## config.mk

```make
export PLATFORM = sky130hd
export DESIGN_NAME = can_tx_priority_and_history
export DESIGN_NICKNAME = d
export VERILOG_FILES = /design/src/can_tx_pkg.sv /design/src/can_tx_priority_and_history.sv
export SDC_FILE = /design/constraint.sdc
export NUM_CORES = 2
export LEC_CHECK = 0
export BUFFER_PORTS_ARGS = -buffer_cell sky130_fd_sc_hd__buf_2
export CAP_MARGIN = 20
export CORE_UTILIZATION = 50
export CTS_BUF_LIST = sky130_fd_sc_hd__clkbuf_16
export DETAILED_ROUTE_END_ITERATION = 16
export PLACE_DENSITY = 0.77
export SLEW_MARGIN = 5
export SYNTH_ARGS = -nofsm -noshare
export SYNTH_HDL_FRONTEND = slang
export SYNTH_SLANG_ARGS = --single-unit
```

## constraint.sdc

```tcl
create_clock -name clk_i -period 44.6 [get_ports clk_i]
set_clock_uncertainty 0.05 [all_clocks]
set_input_delay 4.46 -clock clk_i [delete_from_list [all_inputs] [get_ports clk_i]]
set_output_delay 4.46 -clock clk_i [all_outputs]
set_load 0.005 [all_outputs]
```

## src/can_tx_pkg.sv

```systemverilog
package can_tx_pkg;

    // Buffer population and history list depth.
    localparam int NUM_BUFFERS = 16;
    localparam logic [2:0] HIST_LAST = 3'h6;
    localparam logic [3:0] ABT_LAST_BUF = 4'h7;
    localparam logic [2:0] TYPE_TRANSMIT = 3'h0;

    // Byte addresses of the global registers.
    localparam logic [8:0] OFS_MODULE_CTRL = 9'h000;
    localparam logic [8:0] OFS_INT_STATUS = 9'h004;
    localparam logic [8:0] OFS_LAST_OUT = 9'h008;
    localparam logic [8:0] OFS_HIST_GET = 9'h00C;

    // Per-buffer register window: base, end and word offsets inside it.
    localparam logic [8:0] OFS_BUF_BASE = 9'h040;
    localparam logic [8:0] OFS_BUF_END = 9'h140;
    localparam logic [3:0] BUF_CFG = 4'h0;
    localparam logic [3:0] BUF_ID = 4'h4;
    localparam logic [3:0] BUF_CTRL = 4'h8;

    // Field positions.
    localparam int CTRL_ABT_BIT = 0;
    localparam int CTRL_TRIG_BIT = 1;
    localparam int CTRL_IRQEN_BIT = 2;
    localparam int CTRL_BUSY_BIT = 3;
    localparam int INT_TXDONE_BIT = 0;
    localparam int HIST_OVF_BIT = 6;
    localparam int HIST_MATCH_BIT = 7;
    localparam int CFG_ASSIGN_BIT = 0;
    localparam int CFG_TYPE_LSB = 1;
    localparam int CFG_IDE_BIT = 4;
    localparam int CFG_RTR_BIT = 5;
    localparam int BCTRL_TRQ_BIT = 0;
    localparam int BCTRL_RDY_BIT = 1;
    localparam int BCTRL_IE_BIT = 2;

    // Zero word that every register read image starts from.
    localparam logic [31:0] RESET_WORD = 32'h0000_0000;

    typedef enum logic {TX_IDLE, TX_ACTIVE} tx_phase_t;

    typedef struct packed {
        logic        buffer_assigned_bit;
        logic [2:0]  buffer_type_field;
        logic        ide;
        logic        rtr;
        logic [28:0] id;
        logic        tx_request_flag;
        logic        rdy;
        logic        buffer_irq_enable;
    } buffer_t;

    typedef struct packed {
        logic        pending;
        logic [3:0]  buffer;
        logic [28:0] ident;
        logic        ide;
        logic        rtr;
    } tx_req_t;

    typedef struct packed {
        logic start;
        logic success;
        logic fail;
    } engine_evt_t;

endpackage

```

## src/can_tx_priority_and_history.sv

```systemverilog
`timescale 1ns/1ps
module can_tx_priority_and_history (
    input  wire logic                     clk_i,
    input  wire logic                     rst_i,
    input  wire logic                     cyc_i,
    input  wire logic                     stb_i,
    input  wire logic                     we_i,
    input  wire logic [8:0]               adr_i,
    input  wire logic [3:0]               sel_i,
    input  wire logic [31:0]              dat_i,
    input  wire can_tx_pkg::engine_evt_t  engine_i,
    output logic      [31:0]              dat_o,
    output logic                          ack_o,
    output can_tx_pkg::tx_req_t           tx_req_o,
    output logic                          tx_irq_output_o
);

    typedef struct packed {
        can_tx_pkg::buffer_t [15:0] bufs;
        logic                       auto_block_transmit;
        logic                       block_tx_trigger;
        logic                       module_tx_irq_enable;
        logic                       tx_done_status_bit;
        logic [2:0]                 abt_ptr;
        logic [6:0][3:0]            tx_history_list;
        logic [2:0]                 history_write_pointer;
        logic [2:0]                 history_read_pointer;
        logic                       history_pointer_match;
        logic                       history_overflow_flag;
        can_tx_pkg::tx_phase_t      phase;
        can_tx_pkg::tx_req_t        req;
        logic                       irq;
        logic                       ack;
        logic [31:0]                rdata;
    } state_t;

    state_t      st;
    state_t      next;
    logic        best_valid;
    logic [3:0]  best_idx;
    logic [31:0] best_key;
    logic        abt_pending;
    logic        wr_now;
    logic        rd_now;
    logic        in_buf;
    logic [8:0]  boff;
    logic [3:0]  bidx;
    logic [31:0] rimg;
    logic [31:0] wimg;
    logic [31:0] w1c;
    logic        sent_abt;
    logic [2:0]  rp_n;
    logic [2:0]  wp_n;

    // Ordering key: smaller wins. The fields are laid out from the first
    // criterion down so that one unsigned compare does the whole job.
    function automatic logic [31:0] prio_key(input can_tx_pkg::buffer_t b);
        logic std_data;
        std_data = ~b.ide & ~b.rtr;
        prio_key = {b.id[28:18],
                    ~std_data,
                    b.ide,
                    b.ide ? b.id[17:0] : 18'h00000,
                    b.rtr};
    endfunction

    // A buffer takes part in the search only when fully set up for sending.
    function automatic logic eligible(input can_tx_pkg::buffer_t b);
        eligible = b.buffer_assigned_bit && b.rdy && b.tx_request_flag &&
                   (b.buffer_type_field == can_tx_pkg::TYPE_TRANSMIT);
    endfunction

    function automatic logic [2:0] inc_ptr(input logic [2:0] p);
        inc_ptr = (p == can_tx_pkg::HIST_LAST) ? 3'h0 : p + 3'h1;
    endfunction

    function automatic logic [2:0] dec_ptr(input logic [2:0] p);
        dec_ptr = (p == 3'h0) ? can_tx_pkg::HIST_LAST : p - 3'h1;
    endfunction

    function automatic logic [31:0] byte_mask(input logic [3:0] sel);
        byte_mask = {{8{sel[3]}}, {8{sel[2]}}, {8{sel[1]}}, {8{sel[0]}}};
    endfunction

    // Image of one buffer word as software sees it.
    function automatic logic [31:0] buf_word(input can_tx_pkg::buffer_t b,
                                             input logic [3:0] sub);
        buf_word = can_tx_pkg::RESET_WORD;
        case (sub)
            can_tx_pkg::BUF_CFG: begin
                buf_word[can_tx_pkg::CFG_ASSIGN_BIT] = b.buffer_assigned_bit;
                buf_word[can_tx_pkg::CFG_TYPE_LSB +: 3] = b.buffer_type_field;
                buf_word[can_tx_pkg::CFG_IDE_BIT] = b.ide;
                buf_word[can_tx_pkg::CFG_RTR_BIT] = b.rtr;
            end
            can_tx_pkg::BUF_ID: begin
                buf_word[28:0] = b.id;
            end
            can_tx_pkg::BUF_CTRL: begin
                buf_word[can_tx_pkg::BCTRL_TRQ_BIT] = b.tx_request_flag;
                buf_word[can_tx_pkg::BCTRL_RDY_BIT] = b.rdy;
                buf_word[can_tx_pkg::BCTRL_IE_BIT] = b.buffer_irq_enable;
            end
            default: begin
                buf_word = can_tx_pkg::RESET_WORD;
            end
        endcase
    endfunction

    // Address decode and the bus phases. A write and a read side effect
    // happen only at the edge where the master samples ack high.
    assign boff = adr_i - can_tx_pkg::OFS_BUF_BASE;
    assign bidx = boff[7:4];
    assign in_buf = (adr_i >= can_tx_pkg::OFS_BUF_BASE) && (adr_i < can_tx_pkg::OFS_BUF_END);
    assign wr_now = cyc_i && stb_i && st.ack && we_i;
    assign rd_now = cyc_i && stb_i && st.ack && !we_i;
    assign wimg = (rimg & ~byte_mask(sel_i)) | (dat_i & byte_mask(sel_i));
    assign w1c = dat_i & byte_mask(sel_i);
    assign sent_abt = st.auto_block_transmit && (st.req.buffer <= can_tx_pkg::ABT_LAST_BUF);

    // Read image of the addressed register; unmapped words read as zero.
    always_comb begin
        rimg = can_tx_pkg::RESET_WORD;
        if (in_buf) begin
            rimg = buf_word(st.bufs[bidx], boff[3:0]);
        end else begin
            case (adr_i)
                can_tx_pkg::OFS_MODULE_CTRL: begin
                    rimg[can_tx_pkg::CTRL_ABT_BIT] = st.auto_block_transmit;
                    rimg[can_tx_pkg::CTRL_TRIG_BIT] = st.block_tx_trigger;
                    rimg[can_tx_pkg::CTRL_IRQEN_BIT] = st.module_tx_irq_enable;
                    rimg[can_tx_pkg::CTRL_BUSY_BIT] = (st.phase == can_tx_pkg::TX_ACTIVE);
                end
                can_tx_pkg::OFS_INT_STATUS: begin
                    rimg[can_tx_pkg::INT_TXDONE_BIT] = st.tx_done_status_bit;
                end
                can_tx_pkg::OFS_LAST_OUT: begin
                    rimg[3:0] = st.tx_history_list[dec_ptr(st.history_write_pointer)];
                end
                can_tx_pkg::OFS_HIST_GET: begin
                    rimg[3:0] = st.tx_history_list[st.history_read_pointer];
                    rimg[can_tx_pkg::HIST_OVF_BIT] = st.history_overflow_flag;
                    rimg[can_tx_pkg::HIST_MATCH_BIT] = st.history_pointer_match;
                end
                default: begin
                    rimg = can_tx_pkg::RESET_WORD;
                end
            endcase
        end
    end

    // Next-state logic for the whole block.
    always_comb begin
        next = st;
        next.ack = 1'b0;
        next.irq = 1'b0;
        rp_n = st.history_read_pointer;
        wp_n = st.history_write_pointer;
        abt_pending = 1'b0;

        // Strict less-than while walking upward keeps the lowest buffer on a tie.
        best_valid = 1'b0;
        best_idx = 4'h0;
        best_key = '1;
        for (int i = 0; i < can_tx_pkg::NUM_BUFFERS; i++) begin
            if (eligible(st.bufs[i]) &&
                (!best_valid || (prio_key(st.bufs[i]) < best_key))) begin
                best_valid = 1'b1;
                best_idx = 4'(i);
                best_key = prio_key(st.bufs[i]);
            end
        end

        // Answer every request one cycle after it is seen.
        if (cyc_i && stb_i && !st.ack) begin
            next.ack = 1'b1;
            next.rdata = rimg;
        end

        if (wr_now) begin
            if (in_buf) begin
                case (boff[3:0])
                    can_tx_pkg::BUF_CFG: begin
                        next.bufs[bidx].buffer_assigned_bit = wimg[can_tx_pkg::CFG_ASSIGN_BIT];
                        next.bufs[bidx].buffer_type_field = wimg[can_tx_pkg::CFG_TYPE_LSB +: 3];
                        next.bufs[bidx].ide = wimg[can_tx_pkg::CFG_IDE_BIT];
                        next.bufs[bidx].rtr = wimg[can_tx_pkg::CFG_RTR_BIT];
                    end
                    can_tx_pkg::BUF_ID: begin
                        next.bufs[bidx].id = wimg[28:0];
                    end
                    can_tx_pkg::BUF_CTRL: begin
                        // Requests in the block area belong to the sequencer in that mode.
                        if (!(st.auto_block_transmit && bidx <= can_tx_pkg::ABT_LAST_BUF)) begin
                            next.bufs[bidx].tx_request_flag = wimg[can_tx_pkg::BCTRL_TRQ_BIT];
                        end
                        // Software must read ready back: it stays locked mid-frame.
                        if (!(st.phase == can_tx_pkg::TX_ACTIVE && bidx == st.req.buffer)) begin
                            next.bufs[bidx].rdy = wimg[can_tx_pkg::BCTRL_RDY_BIT];
                        end
                        next.bufs[bidx].buffer_irq_enable = wimg[can_tx_pkg::BCTRL_IE_BIT];
                    end
                    default: begin
                    end
                endcase
            end else begin
                case (adr_i)
                    can_tx_pkg::OFS_MODULE_CTRL: begin
                        next.auto_block_transmit = wimg[can_tx_pkg::CTRL_ABT_BIT];
                        next.block_tx_trigger = wimg[can_tx_pkg::CTRL_TRIG_BIT];
                        next.module_tx_irq_enable = wimg[can_tx_pkg::CTRL_IRQEN_BIT];
                    end
                    can_tx_pkg::OFS_INT_STATUS: begin
                        if (w1c[can_tx_pkg::INT_TXDONE_BIT]) begin
                            next.tx_done_status_bit = 1'b0;
                        end
                    end
                    can_tx_pkg::OFS_HIST_GET: begin
                        if (w1c[can_tx_pkg::HIST_OVF_BIT]) begin
                            next.history_overflow_flag = 1'b0;
                        end
                    end
                    default: begin
                    end
                endcase
            end
        end

        // A read of the get register consumes one entry unless the list is empty.
        if (rd_now && !in_buf && adr_i == can_tx_pkg::OFS_HIST_GET &&
            !st.history_pointer_match) begin
            rp_n = inc_ptr(st.history_read_pointer);
        end

        // The offer follows the search until the engine starts a frame, then
        // stays frozen so a late winner waits for the next slot.
        case (st.phase)
            can_tx_pkg::TX_IDLE: begin
                if (engine_i.start && st.req.pending) begin
                    next.phase = can_tx_pkg::TX_ACTIVE;
                end else begin
                    next.req.pending = best_valid;
                    next.req.buffer = best_idx;
                    next.req.ident = st.bufs[best_idx].id;
                    next.req.ide = st.bufs[best_idx].ide;
                    next.req.rtr = st.bufs[best_idx].rtr;
                end
            end
            can_tx_pkg::TX_ACTIVE: begin
                if (engine_i.success || engine_i.fail) begin
                    next.phase = can_tx_pkg::TX_IDLE;
                    next.req.pending = 1'b0;
                end
            end
            default: begin
                next.phase = can_tx_pkg::TX_IDLE;
            end
        endcase

        // Completion effects. The status set is applied after any clear above.
        if (st.phase == can_tx_pkg::TX_ACTIVE && engine_i.success) begin
            next.bufs[st.req.buffer].tx_request_flag = 1'b0;
            if (st.bufs[st.req.buffer].buffer_irq_enable) begin
                next.tx_done_status_bit = 1'b1;
                next.irq = st.module_tx_irq_enable;
            end
            if (sent_abt) begin
                if (st.req.buffer == can_tx_pkg::ABT_LAST_BUF) begin
                    next.block_tx_trigger = 1'b0;
                    next.abt_ptr = 3'h0;
                end else begin
                    next.abt_ptr = st.req.buffer[2:0] + 3'h1;
                end
            end else if (st.history_overflow_flag) begin
                // Full: replace the newest entry rather than eat unread ones.
                next.tx_history_list[dec_ptr(st.history_write_pointer)] = st.req.buffer;
            end else begin
                next.tx_history_list[st.history_write_pointer] = st.req.buffer;
                wp_n = inc_ptr(st.history_write_pointer);
                if (wp_n == dec_ptr(rp_n)) begin
                    next.history_overflow_flag = 1'b1;
                end
            end
        end

        next.history_read_pointer = rp_n;
        next.history_write_pointer = wp_n;
        // Pointers only move apart through a real record, so this also keeps
        // the flag set while overflow blocks the write pointer.
        next.history_pointer_match = (wp_n == rp_n);

        // Feed the block area one request at a time.
        for (int j = 0; j <= int'(can_tx_pkg::ABT_LAST_BUF); j++) begin
            abt_pending = abt_pending | next.bufs[j].tx_request_flag;
        end
        if (next.auto_block_transmit && next.block_tx_trigger && !abt_pending) begin
            next.bufs[{1'b0, next.abt_ptr}].tx_request_flag = 1'b1;
        end

        // The list itself is left alone by reset; software must not trust it.
        if (rst_i) begin
            next = '0;
            // Both pointers clear to zero, so the list starts empty and the match flag is set.
            next.history_pointer_match = 1'b1;
            next.tx_history_list = st.tx_history_list;
        end
    end

    // Single state register.
    always_ff @(posedge clk_i) begin
        st <= next;
    end

    assign dat_o = st.rdata;
    assign ack_o = st.ack;
    assign tx_req_o = st.req;
    assign tx_irq_output_o = st.irq;

    a_success_clears_trq: assert property (@(posedge clk_i) disable iff (rst_i)
        (st.phase == can_tx_pkg::TX_ACTIVE && engine_i.success && !sent_abt)
        |=> !st.bufs[$past(st.req.buffer)].tx_request_flag)
        else $error("Request flag not cleared after success.");

    a_irq_needs_enables: assert property (@(posedge clk_i) disable iff (rst_i)
        tx_irq_output_o |-> $past(engine_i.success) && $past(st.module_tx_irq_enable)
            && st.tx_done_status_bit)
        else $error("Interrupt without both enables.");

    a_done_status_set: assert property (@(posedge clk_i) disable iff (rst_i)
        (st.phase == can_tx_pkg::TX_ACTIVE && engine_i.success &&
         st.bufs[st.req.buffer].buffer_irq_enable) |=> st.tx_done_status_bit)
        else $error("Done status not set.");

    a_match_pointers: assert property (@(posedge clk_i) disable iff (rst_i)
        st.history_pointer_match == (st.history_write_pointer == st.history_read_pointer))
        else $error("Match flag disagrees with pointers.");

    a_ovf_when_full: assert property (@(posedge clk_i) disable iff (rst_i)
        (st.phase == can_tx_pkg::TX_ACTIVE && engine_i.success && !sent_abt &&
         inc_ptr(st.history_write_pointer) == dec_ptr(rp_n)) |=> st.history_overflow_flag)
        else $error("Overflow not flagged on full list.");

    a_ptr_in_range: assert property (@(posedge clk_i) disable iff (rst_i)
        st.history_write_pointer <= can_tx_pkg::HIST_LAST &&
        st.history_read_pointer <= can_tx_pkg::HIST_LAST)
        else $error("History pointer out of range.");

    a_get_advances: assert property (@(posedge clk_i) disable iff (rst_i)
        (rd_now && !in_buf && adr_i == can_tx_pkg::OFS_HIST_GET && !st.history_pointer_match)
        |=> st.history_read_pointer == inc_ptr($past(st.history_read_pointer)))
        else $error("Read pointer did not advance.");

    a_offer_frozen: assert property (@(posedge clk_i) disable iff (rst_i)
        (st.phase == can_tx_pkg::TX_ACTIVE && !engine_i.success && !engine_i.fail)
        |=> $stable(st.req) [*1])
        else $error("Offer changed during a frame.");

    a_ack_single: assert property (@(posedge clk_i) disable iff (rst_i)
        ack_o |=> !ack_o)
        else $error("Ack held longer than one cycle.");

endmodule

```

Yosys cells after proc, flatten, opt, wreduce, memory -nomap -nowiden
Cells that the tools add are included.
- bits in registers: 722
- input port bits: 53
- output and inout port bits: 70
- logic and storage cells: 592
- add/sub/neg operators: 6
- order comparisons: 31
- equality and inequality tests: 13
- multiplexer cells: 162
- bitwise gates (word level): 82
- reduce and logical (&&, ||, !) cells: 145
- operators by type and width (cell ; count):
    $mux 608 ; 11
    $bwmux 608 ; 10
    $pmux 608 s3 ; 1
    $demux 38 s4 ; 9
    $mux 612 ; 1
    $mux 32 ; 17
    $lt 32x32->1 ; 15
    $bmux 38 s4 ; 3
    $mux 18 ; 16
    $demux 38 s3 ; 1
    $logic_and 1x1->1 ; 84
    $mux 38 ; 2
    $mux 4 ; 19
    $mux 34 ; 2
    $mux 33 ; 2
    $and 29x29->29 ; 2
    $bwmux 28 ; 2
    $mux 28 ; 2
    $not 1->1 ; 55
    $logic_not 3->1 ; 18
    $mux 3 ; 14
    $mux 37 ; 1
    $mux 36 ; 1
    $mux 1 ; 34
    40 further kinds ; 117

Depth between registers and ports, before layout
- depth after elaboration: 68
- depth in mapped cells: 275

Worst setup path after synthesis
Ideal clock, no wire load.
- kind: register to register
- start: reg (tool-made name)
- end: reg st, in the netlist tx_req_o[17]
- setup time: 0.149 ns
- arrival time: 43.316 ns
- required time: 44.401 ns
- slack: 1.086 ns
- stages on the path, launching flop included: 258
- buffers on the path: 35
- clock period less this slack: 43.514 ns
- cells stage by stage: dfxtp_1 > and4bb_1 > nand2_1 > clkbuf_1 > clkbuf_1 > nor2_1 > ha_1 > a21o_1 > nand2_1 > a21o_1 > a32o_1 > nand2_1 > clkbuf_1 > buf_1 > nor2_1 > a21oi_1 > inv_1 > ha_1 > [... 222 more ...] > o21ai_0 > nand2b_1 > a21oi_1 > nor2b_1 > o21ai_0 > nand2_1 > a21o_1 > a21oi_1 > o21ba_2 > nand3_1 > o31ai_1 > buf_4 > o21bai_1 > buf_4 > buf_2 > mux2_1 > a221oi_1 > a2111oi_2
- RTL lines (item ; line ; text):
    end signal, assigned ; can_tx_priority_and_history.sv:311 ; st <= next;
    end, declared ; can_tx_priority_and_history.sv:37 ; state_t st;

==> summary.txt <==
STA
  – Pins Over Slew Limit: 0
  – Fmax: roughly 23 MHz
  – Final Hold Slack: between 0.4 and 0.5 ns
  – Slew @ Worst Pin: 1.21 ns
  – Post-route minimum period: 42.94 ns
  – Hold Vio Cnt, Final: 0
  – Relative slew margins: between 10% and 20%
  – Period utilisation layout: 96.3%
  – Final setup viols: 0

Critical path
  – Worst Path Max Fanout: 28
  – Top delay family on crit path: compound AO/OA/AOI/OAI gates
  – Most used cell, CP: buf_4
  – Slowest-stage cell, CP: nor3_4
  – Worst reg-to-reg path cell count: between 200 and 250
  – R2R setup slack: between 1.5 and 2 ns
  – Crit. End Element: flip-flop
  – Startpoint types: flip-flop
  – WP depth: between 200 and 250
  – Worst Path Buf+Inv: 46
  – Critical Path Max Stage Delay: around 0.94 ns
  – Req. time, crit path: between 40 and 50 ns
  – CP Class: flip-flop to flip-flop
  – Arrival time at the worst endpoint: between 40 and 50 ns

Global route
  – Initial antenna violation count: 11
  – All-layer global routing usage: a little under two fifths
  – First-pass GRT wire length: between 300000 and 400000 µm
  – Vias in the first global route: between 50k and 60k
  – Maximum number of pins on one net before global-route repair: a little over 200
  – Total gr overflow: 0

Placement
  – PortBufs: 116
  – Placed Area: approximately 60000 µm²
  – Placed cells: 8468
  – Post-DP HPWL: 162000 µm
  – Gpl congestion: 0.992

Yosys
  – Yosys top cell area share: ~25%
  – XOR/XNOR Fraction of Synth Area: less than 1%
  – Synth Area in Compound Gates: about a fifth
  – Async SR Flop Fraction: 0%
  – Syn Inst Count: just under 7k
  – Yosys cell types: between 100 and 150
  – Synth Flop Type: dfxtp_1
  – Top cells by area, synth: dfxtp_1 (25%), ha_1 (11%), mux4_2 (8.2%)
  – Main combinational cell family by area after synthesis: simple AND/OR/NAND/NOR gates
  – Adder-Cell Fraction of Synth Area: about a tenth
  – Post-synth top area cell: dfxtp_1
  – YS warnings: 0
  – Synthesized area per cell: about 8.0 µm²
  – Post-synthesis simple-gate area fraction: 22.2%
  – Synth top cells by count: nor2_1 (1031), nand2_1 (773), dfxtp_1 (691)
  – Multiplexer area fraction after synthesis: between 10% and 20%
  – Synthesized cell area: ~55000 µm²
  – Top-count cell post-synth: nor2_1
  – FF+latch count, synth: 719
  – Post-synthesis sequential area ratio: 26.7%
  – Post-synth EDFFs: 28

Detailed routing
  – Drt first pass iters: 8
  – Met3 Routed Length: 23300 µm
  – Routed vias: 56.0k
  – WL final: 219000 µm
  – Final ANT Viol Nets: 0
  – Sum of routed wire segments on met1: around 85000 µm
  – Post-route DRC: 0
  – Metal2 WL: roughly 93000 µm
  – DR WL/cell: 25.2 µm
  – DRT iter0 DRCs: between 7k and 8k
  – Mean number of vias per cell: 6.46
  – Max Used Layer: met5

CTS
  – CTS buffer count: between 80 and 90
  – CTS H-Tree Depth: 3
  – Worst skew pair latency: ~0.69 ns
  – TritonCTS clock tree: built
  – Reg clk slew, reported paths: approximately 0.06 ns
  – Clk sinks: 719
  – Clock Tree Root: clkbuf_16
  – Max Root-Sink Buffers: 3

Finish
  – Nets: 7702
  – Area Overhead vs Synth: 16.7%
  – Layout Cells excl Fill: slightly below 9k
  – Share of layout cells above drive strength 1: between 10% and 20%
  – # fillers: roughly 9.6k
  – Design Area, Final: 64100 µm²

Power
  – Leakage Power: approximately 28 nW
  – PwrDens: ~22 nW/µm²
  – Peak supply drop: 30.4 µV
  – Total Power: between 1 and 1.5 mW

Die
  – Die Width: 334 µm
  – Row count: ~120
  – Die area: ~110000 µm²
  – IO Count: roughly 120
  – Initial Utilization: ~50%
  – Vert. Die Dim: around 330 µm
  – Std-Cell Core Area: between 100000 and 150000 µm²

Hold path
  – Hold path depth: 2
  – Tightest Hold Check Type: flip-flop to flip-flop

Status
  – Status: finished clean

Run
  – MaxCap Viol Count: 0
where the power goes:
part	internal [mW]	total [mW]	switching [mW]
sequential	0.646	0.646	0.000219
combinational	0.0151	0.0619	0.0468
clock	0.418	0.730	0.312
metrics by stage:
stage / setup TNS, ns / util, % / setup slack (ns)
after floorplan: 0 / - / 1.09
after global placement: 0 / 55.3 / 0.0612
after detailed placement: -18.47 / 55.4 / -0.770
after CTS: 0 / 58.1 / 0.000838
after global routing: -10.13 / 58.9 / -0.409
final: 0 / 58.9 / 1.66
what timing repair did:
action	in CTS	in global routing
buffers inserted	6	22
hold buffers	0	0
endpoints found under the setup margin	35	35
resized for setup	7	159
cloned	0	7
pin swaps	3	35
area by class of cell:
cell class,count,area [µm²],share of cell area (%)
Antenna cell,5,12.5,0.0195
Inverter,165,619,0.966
Clock buffer,85,2130,3.32
Timing Repair Buffer,795,6350,9.90
Clock inverter,69,687,1.07
Tap cell,1414,1770,2.76
Multi-Input combinational cell,5416,37900,59.1
Sequential cell,719,14700,22.9
worst register-to-register path: cells and delay by family, from the launching register on:
family / cells / cell delay [ns]
adder cells (fa/ha/maj): 15 / 4.28
AO/OA/AOI/OAI: 96 / 17.88
flip-flops: 1 / 0.32
multiplexers: 3 / 0.94
buffers and inverters: 46 / 7.15
AND/OR/NAND/NOR: 79 / 12.21
cells by family (layout without fill, tap and decap cells):
| group | count (synthesis) | in the layout |
|---|---|---|
| simple gates | 2681 | 2681 |
| flops | 719 | 719 |
| xor+xnor | 11 | 11 |
| mux | 491 | 491 |
| compound gates | 1759 | 1763 |
| buf+inv | 740 | 1114 |
| fa+ha+maj | 467 | 467 |
| other cells | 1 | 8 |
worst paths after layout:
check,startpoint,to
worst max-delay path,flip-flop,tx_req_o[0]$_SDFFE_PP0P_
worst min-delay path,dat_o[5]$_SDFFE_PP0P_,dat_o[5]$_SDFFE_PP0P_
worst max register to register,flip-flop,tx_req_o[0]$_SDFFE_PP0P_
worst min register to register,dat_o[5]$_SDFFE_PP0P_,dat_o[5]$_SDFFE_PP0P_
layout by cell type, fill, tap and decap left out, types with 114 or more instances in the layout:
cell      instances
and2_1          259
nor2_1         1010
mux2i_1         177
dfxtp_1         690
a21oi_1         569
o21ai_0         269
nand3_1         156
inv_1           176
buf_2           114
ha_1            466
nand2_1         765
buf_4           615
a211oi_1        446
mux4_2          201
per-layer routing:
metal / vias up / track usage [%]
li1: 25449 / -
met1: 26461 / 48.2
met2: 3336 / 56.2
met3: 776 / 7.05
met4: 14 / 27.4
met5: - / 0
No activity file was read; power rests on OpenSTA's default activity.
